[config.mk]
export PLATFORM = sky130hd
export DESIGN_NAME = fepcp_top
export DESIGN_NICKNAME = d
export VERILOG_FILES = /design/src/rtl/fepcp_pkg.sv /design/src/rtl/fepcp_top.sv /design/src/rtl/fepcp_rx_carrier.sv
export SDC_FILE = /design/constraint.sdc
export NUM_CORES = 1
export LEC_CHECK = 0
export ABC_AREA = 1
export BUFFER_PORTS_ARGS = -buffer_cell sky130_fd_sc_hd__buf_2
export CORE_ASPECT_RATIO = 1.2
export CORE_MARGIN = 3
export CORE_UTILIZATION = 25
export DETAILED_ROUTE_END_ITERATION = 16
export GPL_TIMING_DRIVEN = 0
export PLACE_DENSITY = 0.39
export REMOVE_ABC_BUFFERS = 1
export SETUP_SLACK_MARGIN = 0.5
export SLEW_MARGIN = 20
export SYNTH_ARGS = -nofsm -noshare
export SYNTH_HDL_FRONTEND = slang
export SYNTH_HIERARCHICAL = 1
export SYNTH_SLANG_ARGS = --single-unit
[constraint.sdc]
create_clock -name core_clk_i -period 10.7 [get_ports core_clk_i]
set_clock_uncertainty 0.2 [all_clocks]
set_input_delay 1.605 -clock core_clk_i [delete_from_list [all_inputs] [get_ports core_clk_i]]
set_output_delay 1.605 -clock core_clk_i [all_outputs]
set_load 0.005 [all_outputs]
[src/rtl/fepcp_pkg.sv]
// shared constants and types for the transceiver control and pause block
//////////////////////////////////////////////////////////////////////////////
package fepcp_pkg;

  // register byte addresses
  localparam logic [7:0] BASIC_OFS = 8'h00;
  localparam logic [7:0] ADVERT_OFS = 8'h04;
  localparam logic [7:0] PARTNER_OFS = 8'h08;
  localparam logic [7:0] VENDOR_OFS = 8'h0c;
  localparam logic [7:0] STATUS_OFS = 8'h10;

  // basic_phy_control_reg fields
  localparam int BC_RST_BIT = 15;
  localparam int BC_LB_BIT = 14;
  localparam int BC_SPD_BIT = 13;
  localparam int BC_AN_BIT = 12;
  localparam int BC_FD_BIT = 8;
  // vendor_phy_control_reg fields
  localparam int VC_RLB_BIT = 9;
  localparam int VC_NRZI_BIT = 7;
  localparam int VC_LED_BIT = 0;
  // advert_reg / partner_ability_reg fields
  localparam int AD_10H_BIT = 5;
  localparam int AD_10F_BIT = 6;
  localparam int AD_100H_BIT = 7;
  localparam int AD_100F_BIT = 8;
  localparam int AD_PAUSE_BIT = 10;

  localparam logic [15:0] BASIC_RST = 16'h3100;
  localparam logic [15:0] ADVERT_RST = 16'h05e1;
  localparam logic [15:0] VENDOR_RST = 16'h0080;

  localparam logic [15:0] PAUSE_OPCODE = 16'h0001;
  localparam logic [4:0] GRP_IDLE = 5'h1f;
  localparam logic [4:0] GRP_END_T = 5'h0d;
  localparam logic [2:0] GRP_LAST = 3'h4;
  localparam int AN_BITS = 16;

  // timing
  localparam int CLK_NS = 10;
  localparam int SLOT_BITS = 512;
  localparam int BIT100_NS = 10;
  localparam int BIT10_NS = 100;
  localparam int SLOT100_CYC = SLOT_BITS * BIT100_NS / CLK_NS;
  localparam int SLOT10_CYC = SLOT_BITS * BIT10_NS / CLK_NS;
  localparam int FLP_BIT_NS = 62500;
  localparam int FLP_CYC = FLP_BIT_NS / CLK_NS;
  localparam int BLINK20_HALF_NS = 25000000;
  localparam int BLINK20_CYC = BLINK20_HALF_NS / CLK_NS;

  typedef enum logic [1:0] {
    AN_IDLE = 2'b00,
    AN_SEND = 2'b01,
    AN_WAIT = 2'b10,
    AN_DONE = 2'b11
  } fepcp_an_t;

  typedef struct packed {
    logic valid;
    logic [15:0] opcode;
    logic [15:0] param;
  } fepcp_ctl_t;

  typedef struct packed {
    logic valid;
    logic [15:0] word;
  } fepcp_lp_t;

  typedef struct packed {
    logic [10:0] rsvd;
    logic pause_en;
    logic an_done;
    logic spd100;
    logic fd;
    logic paused;
  } fepcp_status_t;

endpackage

[src/rtl/fepcp_top.sv]
// transceiver control, loop-back, negotiation, pause timer, leds, axi4-lite registers
`timescale 1ns/1ps
module fepcp_top
  import fepcp_pkg::*;
#(
  parameter int SLOT10_CYCLES = SLOT10_CYC,
  parameter int FLP_CYCLES = FLP_CYC,
  parameter int BLINK_CYCLES = BLINK20_CYC
) (
  input wire logic core_clk_i,
  input wire logic rst_i,
  input wire logic [7:0] s_axi_awaddr,
  input wire logic s_axi_awvalid,
  output logic s_axi_awready,
  input wire logic [31:0] s_axi_wdata,
  input wire logic [3:0] s_axi_wstrb,
  input wire logic s_axi_wvalid,
  output logic s_axi_wready,
  output logic [1:0] s_axi_bresp,
  output logic s_axi_bvalid,
  input wire logic s_axi_bready,
  input wire logic [7:0] s_axi_araddr,
  input wire logic s_axi_arvalid,
  output logic s_axi_arready,
  output logic [31:0] s_axi_rdata,
  output logic [1:0] s_axi_rresp,
  output logic s_axi_rvalid,
  input wire logic s_axi_rready,
  input wire logic bit_stb_i,
  input wire logic rx_line_i,
  input wire logic tx_nrz_i,
  input wire logic tx_en_i,
  input wire logic link_ok_i,
  input wire fepcp_ctl_t ctl_i,
  input wire fepcp_lp_t lp_i,
  output logic [1:0] tx_mlt3_o,
  output logic tx_line_en_o,
  output logic [4:0] rx_grp_o,
  output logic rx_grp_stb_o,
  output logic crs_o,
  output logic col_o,
  output logic flp_o,
  output logic flp_active_o,
  output logic pause_o,
  output logic tx_grant_o,
  output logic [3:0] led_o,
  output logic phy_rst_o
);

  if (SLOT10_CYCLES < 2 || SLOT10_CYCLES > 65535 || FLP_CYCLES < 1 ||
      FLP_CYCLES > 65535 || BLINK_CYCLES < 1 || BLINK_CYCLES > 33554431) begin : g_chk
    $error("fepcp_top: timing parameter out of range");
  end

  //////////////////////////////////////////////////////////////////////////////
  // axi4-lite slave and registers
  logic aw_got_q, aw_got_d, w_got_q, w_got_d;
  logic [7:0] awaddr_q, awaddr_d;
  logic [31:0] wdata_q, wdata_d;
  logic [3:0] wstrb_q, wstrb_d;
  logic bvalid_d, rvalid_d;
  logic [1:0] bresp_d, rresp_d;
  logic [31:0] rdata_d;
  logic [15:0] basic_q, basic_d, advert_q, advert_d, vendor_q, vendor_d;
  logic srst_d;
  logic do_wr;
  fepcp_status_t st;
  logic [15:0] timer_q, timer_d, lp_q, lp_d;
  logic an_done, res_fd, res_spd, pause_en;
  logic pause_q, pause_d;

  assign do_wr = aw_got_q && w_got_q && !s_axi_bvalid;

  always_comb begin
    aw_got_d = aw_got_q;
    w_got_d = w_got_q;
    awaddr_d = awaddr_q;
    wdata_d = wdata_q;
    wstrb_d = wstrb_q;
    bvalid_d = s_axi_bvalid && !s_axi_bready;
    bresp_d = s_axi_bresp;
    basic_d = basic_q;
    advert_d = advert_q;
    vendor_d = vendor_q;
    srst_d = 1'b0;
    if (s_axi_awvalid && s_axi_awready) begin
      aw_got_d = 1'b1;
      awaddr_d = s_axi_awaddr;
    end
    if (s_axi_wvalid && s_axi_wready) begin
      w_got_d = 1'b1;
      wdata_d = s_axi_wdata;
      wstrb_d = s_axi_wstrb;
    end
    if (do_wr) begin
      aw_got_d = 1'b0;
      w_got_d = 1'b0;
      bvalid_d = 1'b1;
      bresp_d = 2'b00;
      unique case (awaddr_q)
        BASIC_OFS: begin
          if (wstrb_q[0]) basic_d[7:0] = wdata_q[7:0];
          if (wstrb_q[1]) basic_d[15:8] = wdata_q[15:8];
          srst_d = wstrb_q[1] && wdata_q[BC_RST_BIT];
        end
        ADVERT_OFS: begin
          if (wstrb_q[0]) advert_d[7:0] = wdata_q[7:0];
          if (wstrb_q[1]) advert_d[15:8] = wdata_q[15:8];
        end
        VENDOR_OFS: begin
          if (wstrb_q[0]) vendor_d[7:0] = wdata_q[7:0];
          if (wstrb_q[1]) vendor_d[15:8] = wdata_q[15:8];
        end
        PARTNER_OFS, STATUS_OFS: ;
        default: bresp_d = 2'b10;
      endcase
    end
    if (phy_rst_o) begin
      basic_d = BASIC_RST;
      advert_d = ADVERT_RST;
      vendor_d = VENDOR_RST;
    end
  end

  assign st = '{rsvd: 11'h000, pause_en: pause_en, an_done: an_done,
                spd100: res_spd, fd: res_fd, paused: pause_q};

  always_comb begin
    rvalid_d = s_axi_rvalid && !s_axi_rready;
    rdata_d = s_axi_rdata;
    rresp_d = s_axi_rresp;
    if (s_axi_arvalid && s_axi_arready) begin
      rvalid_d = 1'b1;
      rresp_d = 2'b00;
      unique case (s_axi_araddr)
        BASIC_OFS: rdata_d = {16'h0000, basic_q};
        ADVERT_OFS: rdata_d = {16'h0000, advert_q};
        PARTNER_OFS: rdata_d = {16'h0000, lp_q};
        VENDOR_OFS: rdata_d = {16'h0000, vendor_q};
        STATUS_OFS: rdata_d = {timer_q, st};
        default: begin
          rdata_d = 32'h0000_0000;
          rresp_d = 2'b10;
        end
      endcase
    end
  end

  // readiness is derived from next state so a held channel never sees a stale ready
  always_ff @(posedge core_clk_i or posedge rst_i) begin
    if (rst_i) begin
      aw_got_q <= 1'b0;
      w_got_q <= 1'b0;
      awaddr_q <= 8'h00;
      wdata_q <= 32'h0000_0000;
      wstrb_q <= 4'h0;
      s_axi_awready <= 1'b0;
      s_axi_wready <= 1'b0;
      s_axi_bvalid <= 1'b0;
      s_axi_bresp <= 2'b00;
      s_axi_arready <= 1'b0;
      s_axi_rvalid <= 1'b0;
      s_axi_rdata <= 32'h0000_0000;
      s_axi_rresp <= 2'b00;
      basic_q <= BASIC_RST;
      advert_q <= ADVERT_RST;
      vendor_q <= VENDOR_RST;
      phy_rst_o <= 1'b0;
    end else begin
      aw_got_q <= aw_got_d;
      w_got_q <= w_got_d;
      awaddr_q <= awaddr_d;
      wdata_q <= wdata_d;
      wstrb_q <= wstrb_d;
      s_axi_awready <= !aw_got_d && !bvalid_d;
      s_axi_wready <= !w_got_d && !bvalid_d;
      s_axi_bvalid <= bvalid_d;
      s_axi_bresp <= bresp_d;
      s_axi_arready <= !rvalid_d;
      s_axi_rvalid <= rvalid_d;
      s_axi_rdata <= rdata_d;
      s_axi_rresp <= rresp_d;
      basic_q <= basic_d;
      advert_q <= advert_d;
      vendor_q <= vendor_d;
      phy_rst_o <= srst_d;
    end
  end

  //////////////////////////////////////////////////////////////////////////////
  // line coding and loop-back
  logic rx_meta_q, rx_sync_q;
  logic stb_q, tx_nrzi_q, tx_nrzi_d, man_q, man_d, half_q, half_d;
  logic rx_prev_q, rx_prev_d, rx_nrz_q, rx_nrz_d, rx_src;
  logic mlt_prev_q, mlt_prev_d, mlt_in;
  logic [1:0] mlt_idx_q, mlt_idx_d, mlt3_d;
  logic nrzi_code_enable, int_lb, rlb_act, rx_crs;

  assign nrzi_code_enable = vendor_q[VC_NRZI_BIT];
  assign int_lb = basic_q[BC_LB_BIT];
  assign rlb_act = vendor_q[VC_RLB_BIT] && res_spd && !int_lb;
  assign rx_src = int_lb ? (res_spd ? tx_nrzi_q : man_q) : rx_sync_q;
  assign mlt_in = rlb_act ? rx_sync_q : tx_nrzi_q;

  always_comb begin
    tx_nrzi_d = tx_nrzi_q;
    man_d = man_q;
    half_d = half_q;
    rx_prev_d = rx_prev_q;
    rx_nrz_d = rx_nrz_q;
    mlt_prev_d = mlt_prev_q;
    mlt_idx_d = mlt_idx_q;
    if (bit_stb_i) begin
      tx_nrzi_d = nrzi_code_enable ? tx_nrzi_q ^ tx_nrz_i : tx_nrz_i;
      half_d = !half_q;
      man_d = tx_nrz_i ^ half_q;
      rx_prev_d = rx_src;
      rx_nrz_d = nrzi_code_enable ? rx_src ^ rx_prev_q : rx_src;
      mlt_prev_d = mlt_in;
      if (mlt_in != mlt_prev_q) begin
        mlt_idx_d = mlt_idx_q + 2'h1;
      end
    end
    unique case (mlt_idx_q)
      2'h1: mlt3_d = 2'b01;
      2'h3: mlt3_d = 2'b11;
      default: mlt3_d = 2'b00;
    endcase
  end

  // the line pin passes two flops before anything looks at it
  always_ff @(posedge core_clk_i or posedge rst_i) begin
    if (rst_i) begin
      rx_meta_q <= 1'b0;
      rx_sync_q <= 1'b0;
      stb_q <= 1'b0;
      tx_nrzi_q <= 1'b0;
      man_q <= 1'b0;
      half_q <= 1'b0;
      rx_prev_q <= 1'b0;
      rx_nrz_q <= 1'b1;
      mlt_prev_q <= 1'b0;
      mlt_idx_q <= 2'h0;
      tx_mlt3_o <= 2'b00;
      tx_line_en_o <= 1'b0;
    end else begin
      rx_meta_q <= rx_line_i;
      rx_sync_q <= rx_meta_q;
      stb_q <= bit_stb_i;
      tx_nrzi_q <= tx_nrzi_d;
      man_q <= man_d;
      half_q <= half_d;
      rx_prev_q <= rx_prev_d;
      rx_nrz_q <= rx_nrz_d;
      mlt_prev_q <= mlt_prev_d;
      mlt_idx_q <= mlt_idx_d;
      tx_mlt3_o <= mlt3_d;
      tx_line_en_o <= !int_lb;
    end
  end

  fepcp_rx_carrier u_carrier (
    .core_clk_i(core_clk_i),
    .rst_i(rst_i),
    .bit_stb_i(stb_q),
    .nrz_i(rx_nrz_q),
    .grp_o(rx_grp_o),
    .grp_stb_o(rx_grp_stb_o),
    .crs_o(rx_crs)
  );

  //////////////////////////////////////////////////////////////////////////////
  // auto-negotiation
  fepcp_an_t an_q, an_d;
  logic pend_q, pend_d, autoneg_enable_prev_q;
  logic [15:0] flp_cnt_q, flp_cnt_d;
  logic [3:0] idx_q, idx_d;
  logic [15:0] common;

  assign common = advert_q & lp_q;
  assign an_done = (an_q == AN_DONE) && basic_q[BC_AN_BIT];

  always_comb begin
    res_spd = basic_q[BC_SPD_BIT];
    res_fd = basic_q[BC_FD_BIT];
    if (an_done) begin
      res_spd = common[AD_100F_BIT] || common[AD_100H_BIT];
      res_fd = common[AD_100F_BIT] ||
               (!common[AD_100H_BIT] && common[AD_10F_BIT]);
    end
  end

  always_comb begin
    an_d = an_q;
    pend_d = pend_q || (basic_q[BC_AN_BIT] && !autoneg_enable_prev_q);
    flp_cnt_d = flp_cnt_q;
    idx_d = idx_q;
    lp_d = lp_q;
    unique case (an_q)
      AN_IDLE, AN_DONE: begin
        if (!basic_q[BC_AN_BIT]) begin
          an_d = AN_IDLE;
        end else if (pend_q) begin
          an_d = AN_SEND;
          pend_d = 1'b0;
          flp_cnt_d = 16'h0000;
          idx_d = 4'h0;
        end
      end
      AN_SEND: begin
        if (flp_cnt_q == 16'(FLP_CYCLES - 1)) begin
          flp_cnt_d = 16'h0000;
          idx_d = idx_q + 4'h1;
          if (idx_q == 4'(AN_BITS - 1)) begin
            an_d = AN_WAIT;
          end
        end else begin
          flp_cnt_d = flp_cnt_q + 16'h0001;
        end
      end
      AN_WAIT: begin
        if (!basic_q[BC_AN_BIT]) begin
          an_d = AN_IDLE;
        end else if (lp_i.valid) begin
          lp_d = lp_i.word;
          an_d = AN_DONE;
        end
      end
    endcase
    if (phy_rst_o) begin
      an_d = AN_IDLE;
      pend_d = 1'b1;
    end
  end

  always_ff @(posedge core_clk_i or posedge rst_i) begin
    if (rst_i) begin
      an_q <= AN_IDLE;
      pend_q <= 1'b1;
      autoneg_enable_prev_q <= 1'b1;
      flp_cnt_q <= 16'h0000;
      idx_q <= 4'h0;
      lp_q <= 16'h0000;
      flp_o <= 1'b0;
      flp_active_o <= 1'b0;
    end else begin
      an_q <= an_d;
      pend_q <= pend_d;
      autoneg_enable_prev_q <= basic_q[BC_AN_BIT];
      flp_cnt_q <= flp_cnt_d;
      idx_q <= idx_d;
      lp_q <= lp_d;
      flp_o <= (an_d == AN_SEND) && advert_q[idx_d];
      flp_active_o <= (an_d == AN_SEND);
    end
  end

  //////////////////////////////////////////////////////////////////////////////
  // pause timer; tx_grant_o drops the cycle after a pause loads, even while tx_en_i shows a frame on the wire
  logic [15:0] slot_q, slot_d, slot_lim;
  logic is_pause;

  assign pause_en = an_done && res_fd && advert_q[AD_PAUSE_BIT] &&
                    lp_q[AD_PAUSE_BIT];
  assign is_pause = ctl_i.valid && (ctl_i.opcode == PAUSE_OPCODE) && pause_en;
  assign slot_lim = res_spd ? 16'(SLOT100_CYC - 1) : 16'(SLOT10_CYCLES - 1);

  always_comb begin
    pause_d = pause_q;
    timer_d = timer_q;
    slot_d = slot_q;
    if (is_pause) begin
      slot_d = 16'h0000;
      timer_d = ctl_i.param;
      pause_d = (ctl_i.param != 16'h0000);
    end else if (pause_q) begin
      if (slot_q == slot_lim) begin
        slot_d = 16'h0000;
        timer_d = timer_q - 16'h0001;
        pause_d = (timer_q != 16'h0001);
      end else begin
        slot_d = slot_q + 16'h0001;
      end
    end
    if (phy_rst_o || !pause_en) begin
      pause_d = 1'b0;
      timer_d = 16'h0000;
    end
  end

  always_ff @(posedge core_clk_i or posedge rst_i) begin
    if (rst_i) begin
      pause_q <= 1'b0;
      timer_q <= 16'h0000;
      slot_q <= 16'h0000;
      pause_o <= 1'b0;
      tx_grant_o <= 1'b1;
    end else begin
      pause_q <= pause_d;
      timer_q <= timer_d;
      slot_q <= slot_d;
      pause_o <= pause_d;
      tx_grant_o <= !pause_d;
    end
  end

  //////////////////////////////////////////////////////////////////////////////
  // carrier, collision and leds
  logic [24:0] blink_q, blink_d;
  logic b20_q, b20_d, b10_q, b10_d;
  logic crs_d, col_d;
  logic [3:0] led_d;

  always_comb begin
    crs_d = res_fd ? rx_crs : (rx_crs || tx_en_i);
    col_d = !res_fd && rx_crs && tx_en_i;
    blink_d = blink_q + 25'h0000001;
    b20_d = b20_q;
    b10_d = b10_q;
    if (blink_q == 25'(BLINK_CYCLES - 1)) begin
      blink_d = 25'h0000000;
      b20_d = !b20_q;
      b10_d = b10_q ^ b20_q;
    end
    if (!vendor_q[VC_LED_BIT]) begin
      led_d[0] = res_spd;
      led_d[1] = link_ok_i && (crs_o && !col_o ? b10_q : 1'b1);
      led_d[2] = col_o ? b20_q : res_fd;
      led_d[3] = 1'b0;
    end else begin
      led_d[0] = link_ok_i && res_spd;
      led_d[1] = link_ok_i && !res_spd;
      led_d[2] = crs_o && b10_q;
      led_d[3] = col_o ? b20_q : res_fd;
    end
  end

  always_ff @(posedge core_clk_i or posedge rst_i) begin
    if (rst_i) begin
      crs_o <= 1'b0;
      col_o <= 1'b0;
      blink_q <= 25'h0000000;
      b20_q <= 1'b0;
      b10_q <= 1'b0;
      led_o <= 4'h0;
    end else begin
      crs_o <= crs_d;
      col_o <= col_d;
      blink_q <= blink_d;
      b20_q <= b20_d;
      b10_q <= b10_d;
      led_o <= led_d;
    end
  end
endmodule

[src/rtl/fepcp_rx_carrier.sv]
// receive carrier detect and 5-bit group packing
`timescale 1ns/1ps
module fepcp_rx_carrier
  import fepcp_pkg::*;
(
  input wire logic core_clk_i,
  input wire logic rst_i,
  input wire logic bit_stb_i,
  input wire logic nrz_i,
  output logic [4:0] grp_o,
  output logic grp_stb_o,
  output logic crs_o
);

  logic [9:0] win_q, win_d;
  logic [2:0] cnt_q, cnt_d;
  logic [4:0] grp_d;
  logic stb_d, crs_d;

  function automatic logic two_zeros(input logic [9:0] w);
    logic hit;
    hit = 1'b0;
    for (int i = 0; i < 8; i++) begin
      for (int j = i + 2; j < 10; j++) begin
        if (!w[i] && !w[j]) begin
          hit = 1'b1;
        end
      end
    end
    return hit;
  endfunction

  always_comb begin
    win_d = win_q;
    cnt_d = cnt_q;
    grp_d = grp_o;
    stb_d = 1'b0;
    crs_d = crs_o;
    if (bit_stb_i) begin
      win_d = {win_q[8:0], nrz_i};
      cnt_d = (cnt_q == GRP_LAST) ? 3'h0 : cnt_q + 3'h1;
      if (!crs_o && two_zeros(win_d)) begin
        crs_d = 1'b1;
        cnt_d = 3'h0;
      end else if (cnt_q == GRP_LAST) begin
        stb_d = 1'b1;
        grp_d = win_d[4:0];
        if (win_d[4:0] == GRP_IDLE || win_d[4:0] == GRP_END_T) begin
          crs_d = 1'b0;
        end
      end
    end
  end

  always_ff @(posedge core_clk_i or posedge rst_i) begin
    if (rst_i) begin
      win_q <= 10'h3ff;
      cnt_q <= 3'h0;
      grp_o <= 5'h00;
      grp_stb_o <= 1'b0;
      crs_o <= 1'b0;
    end else begin
      win_q <= win_d;
      cnt_q <= cnt_d;
      grp_o <= grp_d;
      grp_stb_o <= stb_d;
      crs_o <= crs_d;
    end
  end

endmodule

==> impl_metrics.env, run 1 <==
export IMPL_final_common_cell="nand2_1"
export IMPL_rows=89
export IMPL_dr_first_iter_drc_count=551
export IMPL_synth_edff_count=0
export IMPL_grt_max_degree=79
export IMPL_synth_seq_cells=258
export IMPL_startpoint_type="input port"
export IMPL_synth_area_mm2=0.01271
export IMPL_dieArea_mm2=0.05361
export IMPL_drtPass1Iterations=7
export IMPL_leakagePower_nw=7.325
export IMPL_track_usage=0.1402
export IMPL_ys_seq_area_frac=0.5100
export IMPL_area_growth_syn_to_layout_pct=20.07
export IMPL_async_flop_share=1.000
export IMPL_die_w_um=211.9
export IMPL_ant_nets=0
export IMPL_cts_buffer_depth=3
export IMPL_criticalPathCategory="input port to flop"
export IMPL_fin_crit_sh=0.3415
export IMPL_ys_flop_type="dfrtp_1"
export IMPL_slew_headroom=0.4319
export IMPL_worst_pin_slew_ns=0.8512
export IMPL_finalSetupViolations=0
export IMPL_grt_pass1_vias=10340
export IMPL_slew_violations=0
export IMPL_synth_xor_xnor_area_share=0.01929
export IMPL_cts_root_buffer="clkbuf_16"
export IMPL_drive_gt1_frac=0.1871
export IMPL_synthMuxAreaShare=0.01151
export IMPL_hold_ws_ns=0.1489
export IMPL_pin_count=175
export IMPL_fin_crit_ns=3.654
export IMPL_synth_fa_ha_area_frac=0.01378
export IMPL_hold_viol=0
export IMPL_via_per_inst=4.532
export IMPL_synth_compound_gate_area_share=0.1281
export IMPL_p_per_area_mw_per_mm2=192.5
export IMPL_core_area_mm2=0.04978
export IMPL_crit_path_top_delay_cell="inv_1"
export IMPL_max_vdd_ir_drop_mv=0.1244
export IMPL_end_kind="flop"
export IMPL_h_tree_depth=1
export IMPL_gp_congestion=0.8154
export IMPL_synthCells=1502
export IMPL_status="finished clean"
export IMPL_path_cells="buf_2 -> or2_2 -> nor3_2 -> nand4_1 -> inv_1 -> nand2_1 -> o21ai_0 -> o31ai_1 -> nand2_1"
export IMPL_wl_um=37890
export IMPL_drt_wirelength_per_cell_um=16.30
export IMPL_crit_arrival_ns=3.97
export IMPL_required_ns=11.01
export IMPL_grt_overflow_total=0
export IMPL_ys_types=64
export IMPL_slowest_delay_ns=0.67
export IMPL_max_freq_mhz=273.6
export IMPL_antenna_found_initial=7
export IMPL_clk_insertion_delay_late_ns=0.58
export IMPL_path_clk_slew_ns=0.06
export IMPL_postPlaceCellArea_mm2=0.01424
export IMPL_cts_tree="yes"
export IMPL_cts_resized=0
export IMPL_cap_violations=0
export IMPL_vias=10540
export IMPL_initial_core_util=0.2554
export IMPL_yosys_warnings=6
export IMPL_cts_sinks=258
export IMPL_drc_errors=0
export IMPL_final_cell_mix="358 x nand2_1, 235 x dfrtp_1, 181 x inv_1"
export IMPL_design_area_mm2=0.01527
export IMPL_die_y_um=253.0
export IMPL_final_nets=1788
export IMPL_numCtsBuffers=31
export IMPL_rsz0062_at_grt="false"
export IMPL_port_buffers=154
export IMPL_setup_ws_ns=7.046
export IMPL_cp_common_cell="nand2_1"
export IMPL_fillerInstances=5290
export IMPL_crit_fanout=13
export IMPL_dp_hpwl_um=27580
export IMPL_synthSimpleGateAreaFrac=0.2464
export IMPL_min_delay_path_class="flop to flop"
export IMPL_holdBufCountCts=0
export IMPL_synth_top_family_by_area="simple AND/OR/NAND/NOR gates"
export IMPL_pre_cts_slack_ns=6.465
export IMPL_postCtsSetupRepairBufs=0
export IMPL_grt_pass1_wl_um=59510
export IMPL_synth_avg_cell_area_um2=8.465
==> worst paths after layout <==
kind,cells past startpoint,slack (ns),to,from
worst max-delay path,9,7.05,s_axi_rdata[9],s_axi_araddr[7]
worst min-delay path,0,0.15,rx_sync_q,rx_meta_q
worst max register to register,12,7.88,timer_q[15],an_q[0]
min in group asynchronous,2,0.83,flp_cnt_q[3],rst_i
max in group asynchronous,3,8.70,slot_q[5],rst_i
worst min register to register,0,0.15,rx_sync_q,rx_meta_q
==> cells in the mapped netlist, drive strengths merged (14+ instances only) <==
| master | number | area, um^2 |
|---|---|---|
| nand2 | 374 | 1473 |
| nor3 | 43 | 251.5 |
| o31ai | 16 | 120.1 |
| o21ai | 132 | 690.7 |
| nor4 | 18 | 118.9 |
| ha | 14 | 175.2 |
| nand4 | 20 | 125.1 |
| dfrtp | 235 | 5881 |
| xor2 | 21 | 183.9 |
| o22ai | 19 | 175.2 |
| a21oi | 59 | 302.8 |
| nand3 | 82 | 422.9 |
| dfstp | 23 | 604.3 |
| clkbuf | 20 | 75.07 |
| nor2 | 140 | 591.8 |
| inv | 189 | 716.9 |
==> power by group <==
| group | switching, mW | internal [mW] | leakage, nW |
|---|---|---|---|
| clock | 0.431 | 0.625 | 0.497 |
| combinational | 0.347 | 0.204 | 3.49 |
| sequential | 0.143 | 1.19 | 3.34 |
| total | 0.921 | 2.02 | 7.32 |
==> layout make-up <==
cell class	count	area, um^2	area share
flip-flops and latches	258	6485	0.4248
well taps	637	797.0	0.05221
clock buffers	51	950.9	0.06229
clock inverters	6	65.06	0.004262
repair buffers	157	853.3	0.05590
multi-input cells	1019	5360	0.3511
diodes	4	10.01	0.0006557
inverters	193	744.5	0.04877
==> through the flow <==
step                        util  std cells  TNS, ns  total power, mW
after floorplan                -       1470        0            1.688
after global placement    0.2838       2261  -295.62            1.903
after detailed placement  0.2860       2264        0            1.915
after CTS                 0.3064       2321        0            3.004
after global routing      0.3066       2323        0            3.140
final                     0.3067       2325        0            2.939
==> worst max-delay path, delay by kind of cell <==
kind                   cells  cell delay (ns)
and+or+nand+nor            5             1.19
buffers and inverters      2             0.76
AOI/OAI and AO/OA          2             0.39
==> logic make-up (layout without fill, tap and decap cells) <==
family | after synthesis | after routing
other | 1 | 6
xor gates and xnor gates | 28 | 28
AOI/OAI and AO/OA | 266 | 266
buffers and inverters | 226 | 407
muxes | 13 | 13
DFF | 258 | 258
adders and majority gates | 14 | 14
and+or+nand+nor | 696 | 696
==> flip-flops by register name, indices dropped and copies added (netlist names), 3 cells and up <==
| register | flops |
|---|---|
| wdata_q | 16 |
| awaddr_q | 8 |
| timer_q | 16 |
| slot_q | 16 |
| led_o | 4 |
| flp_cnt_q | 16 |
| lp_q | 16 |
| u_carrier/win_q | 9 |
| basic_q | 16 |
| vendor_q | 16 |
| u_carrier/grp_o | 5 |
| idx_q | 4 |
| u_carrier/cnt_q | 3 |
| s_axi_rdata | 32 |
| advert_q | 16 |
| blink_q | 25 |
==> per-layer routing <==
layer	GRT usage	share of wire
met3	0.02094	0.040
met4	0.03905	0.021
met1	0.1951	0.47
met5	0	0.00034
met2	0.2277	0.47
Power figures use the tool's default switching activity.
==> run 2: changes to the inputs <==
--- a/config.mk
+++ b/config.mk
@@ -12,7 +12,7 @@
 export CORE_UTILIZATION = 25
 export DETAILED_ROUTE_END_ITERATION = 16
 export GPL_TIMING_DRIVEN = 0
-export PLACE_DENSITY = 0.39
+export PLACE_DENSITY = 0.41
 export REMOVE_ABC_BUFFERS = 1
 export SETUP_SLACK_MARGIN = 0.5
 export SLEW_MARGIN = 20
==> constraint.sdc (replaced) <==
create_clock -name core_clk_i -period 3.2 [get_ports core_clk_i]
set_clock_uncertainty 0.2 [all_clocks]
set_input_delay 0.48 -clock core_clk_i [delete_from_list [all_inputs] [get_ports core_clk_i]]
set_output_delay 0.48 -clock core_clk_i [all_outputs]
set_load 0.005 [all_outputs]
==> run 2 against run 1 <==
Critical path depth up 2. Non-clock buffer count up 63. Setup slack worse by 6.4 ns. Clock-buffer cell count down 9. Combinational power rose to 3.5 times the previous value. Flip-flop and latch count unchanged. Global-route usage up 0.15 points. Critical path type is now flop to flop. Highest routed layer is now met4.
==> impl_metrics.env, run 2 (synthesis gave the netlist of run 1 again) <==
export IMPL_port_buffers=154
export IMPL_core_area_mm2=0.04978
export IMPL_drive_gt1_frac=0.1936
export IMPL_final_cell_mix="357 x nand2_1, 233 x dfrtp_1, 180 x inv_1"
export IMPL_dieArea_mm2=0.05361
export IMPL_r2r_cells=11
export IMPL_wl_met2_um=17750
export IMPL_cts_sinks=258
export IMPL_numCtsBuffers=30
export IMPL_dp_hpwl_um=27400
export IMPL_gp_congestion=0.8391
export IMPL_crit_family="simple AND/OR/NAND/NOR gates"
export IMPL_largest_reg_flops=32
export IMPL_cp_common_cell="nor2_8"
export IMPL_reg_largest_list="s_axi_rdata (32), blink_q (25)"
export IMPL_rsz0062_at_grt="true"
export IMPL_grt_pass1_vias=10720
export IMPL_wl_um=37790
export IMPL_final_util=0.3222
export IMPL_rows=89
export IMPL_path_clk_slew_ns=0.06
export IMPL_top_layer="met4"
export IMPL_power_mw=10.26
export IMPL_end_kind="flop"
export IMPL_critPathBufInv=3
export IMPL_required_ns=3.44
export IMPL_min_delay_path_class="input port to flop"
export IMPL_crit_fanout=9
export IMPL_worst_pin_slew_ns=0.8231
export IMPL_h_tree_depth=1
export IMPL_drt_wirelength_per_cell_um=15.86
export IMPL_ant_nets=0
export IMPL_clk_insertion_delay_late_ns=0.58
export IMPL_startpoint_type="flop"
export IMPL_p_per_area_mw_per_mm2=639.9
export IMPL_via_per_inst=4.528
export IMPL_cts_buffer_depth=3
export IMPL_die_w_um=211.9
export IMPL_area_growth_syn_to_layout_pct=26.13
export IMPL_max_freq_mhz=395.7
export IMPL_track_usage=0.1417
export IMPL_status="finished clean"
export IMPL_path_depth=11
export IMPL_antenna_found_initial=0
export IMPL_holdPathStages=3
export IMPL_pin_count=175
export IMPL_hold_viol=0
export IMPL_final_nets=1851
export IMPL_top_register="s_axi_rdata"
export IMPL_cap_violations=0
export IMPL_vias=10790
export IMPL_criticalPathCategory="flop to flop"
export IMPL_slew_headroom=0.4507
export IMPL_crit_arrival_ns=2.77
export IMPL_slowest_delay_ns=0.44
export IMPL_fin_crit_ns=2.527
export IMPL_grt_overflow_total=0
export IMPL_path_cells="ha_1 -> nand2_4 -> clkinv_4 -> o211ai_4 -> nor2_8 -> nor2_8 -> inv_6 -> nand2_8 -> nor2_8 -> inv_6 -> o22ai_2"
export IMPL_grt_pass1_wl_um=60640
export IMPL_cts_tree="yes"
export IMPL_dr_first_iter_drc_count=582
export IMPL_final_common_cell="nand2_1"
export IMPL_leakagePower_nw=7.641
export IMPL_antenna_cells=0
export IMPL_drtPass1Iterations=5
export IMPL_slew_violations=0
export IMPL_max_vdd_ir_drop_mv=0.4250
export IMPL_initial_core_util=0.2554
export IMPL_die_y_um=253.0
export IMPL_cts_root_buffer="clkbuf_16"
export IMPL_grt_max_degree=86
export IMPL_met1_length_um=17620
export IMPL_crit_path_top_delay_cell="dfrtp_2"
export IMPL_drc_errors=0
export IMPL_dr_wl_met3_um=1666
export IMPL_fin_crit_sh=0.7898
export IMPL_finalSetupViolations=0
-- run 2: cell count changes in the layout (fill, tap and decap cells not counted), sizes merged --
cell         before  now
inv             190  188
clkbuf           51   42
clkinvlp          1    5
bufinv            1    6
clkinv            7    8
buf             157  167
diode             4    0
dlygate4sd3       0   53
-- run 2: worst min-delay path, delay by kind of cell --
kind | cells | cell delay [ns]
buffers and inverters | 1 | 0.11
AO/OA/AOI/OAI | 2 | 0.18
-- run 2: path summary, 6_finish.rpt --
path | startpoint | slack (ns) | end
max | an_q[0] | 0.67 | timer_q[11]
min reg2reg | rx_meta_q | 0.15 | rx_sync_q
min | ctl_i[15] | 0.05 | timer_q[15]
min in group asynchronous | rst_i | 0.37 | man_q
max reg2reg | an_q[0] | 0.67 | timer_q[11]
max in group asynchronous | rst_i | 1.55 | s_axi_rdata[23]
-- run 2: cell type report --
cell class                 instances  area [um^2]
fill                            5260        33740
sequential                       258         6487
multi-input combinational       1019         5400
timing repair buffer             220         1471
clock buffer                      42        885.9
tap                              637        797.0
inverter                         193        755.7
clock inverter                    13        234.0
timing repair inverter             1        5.005
-- run 2: what timing repair did --
item	4_1_cts	5_1_grt
gates cloned	1	0
buffers inserted	2	8
hold buffers	53	0
pin swaps	0	3
endpoints found under the hold margin	148	0
gates resized for setup	5	13
setup endpoints to repair	34	37
-- run 2: where the power goes --
part / switching (mW) / internal, mW
registers: 0.481 / 3.98
logic: 1.20 / 0.746
clock network: 1.45 / 2.41
-- run 2: routing by layer --
layer,up-vias,global-route usage
met2,188,0.2335
met1,5172,0.1952
met5,-,0
li1,5387,-
met3,44,0.02119
met4,0,0.03733
-- run 2: through the flow --
stage	worst slack (ns)	hold WS, ns	setup TNS (ns)	cell area, um^2	std cells
after floorplan	-4.017	0.1312	-934.06	12560	1470
after global placement	-7.607	0.1326	-1779.71	14130	2261
after detailed placement	0.1185	0.1372	0	14230	2264
after CTS	0.4852	0.006904	0	15930	2375
after global routing	0.4978	0.03062	0	16040	2383
final	0.6727	0.04738	0	16040	2383
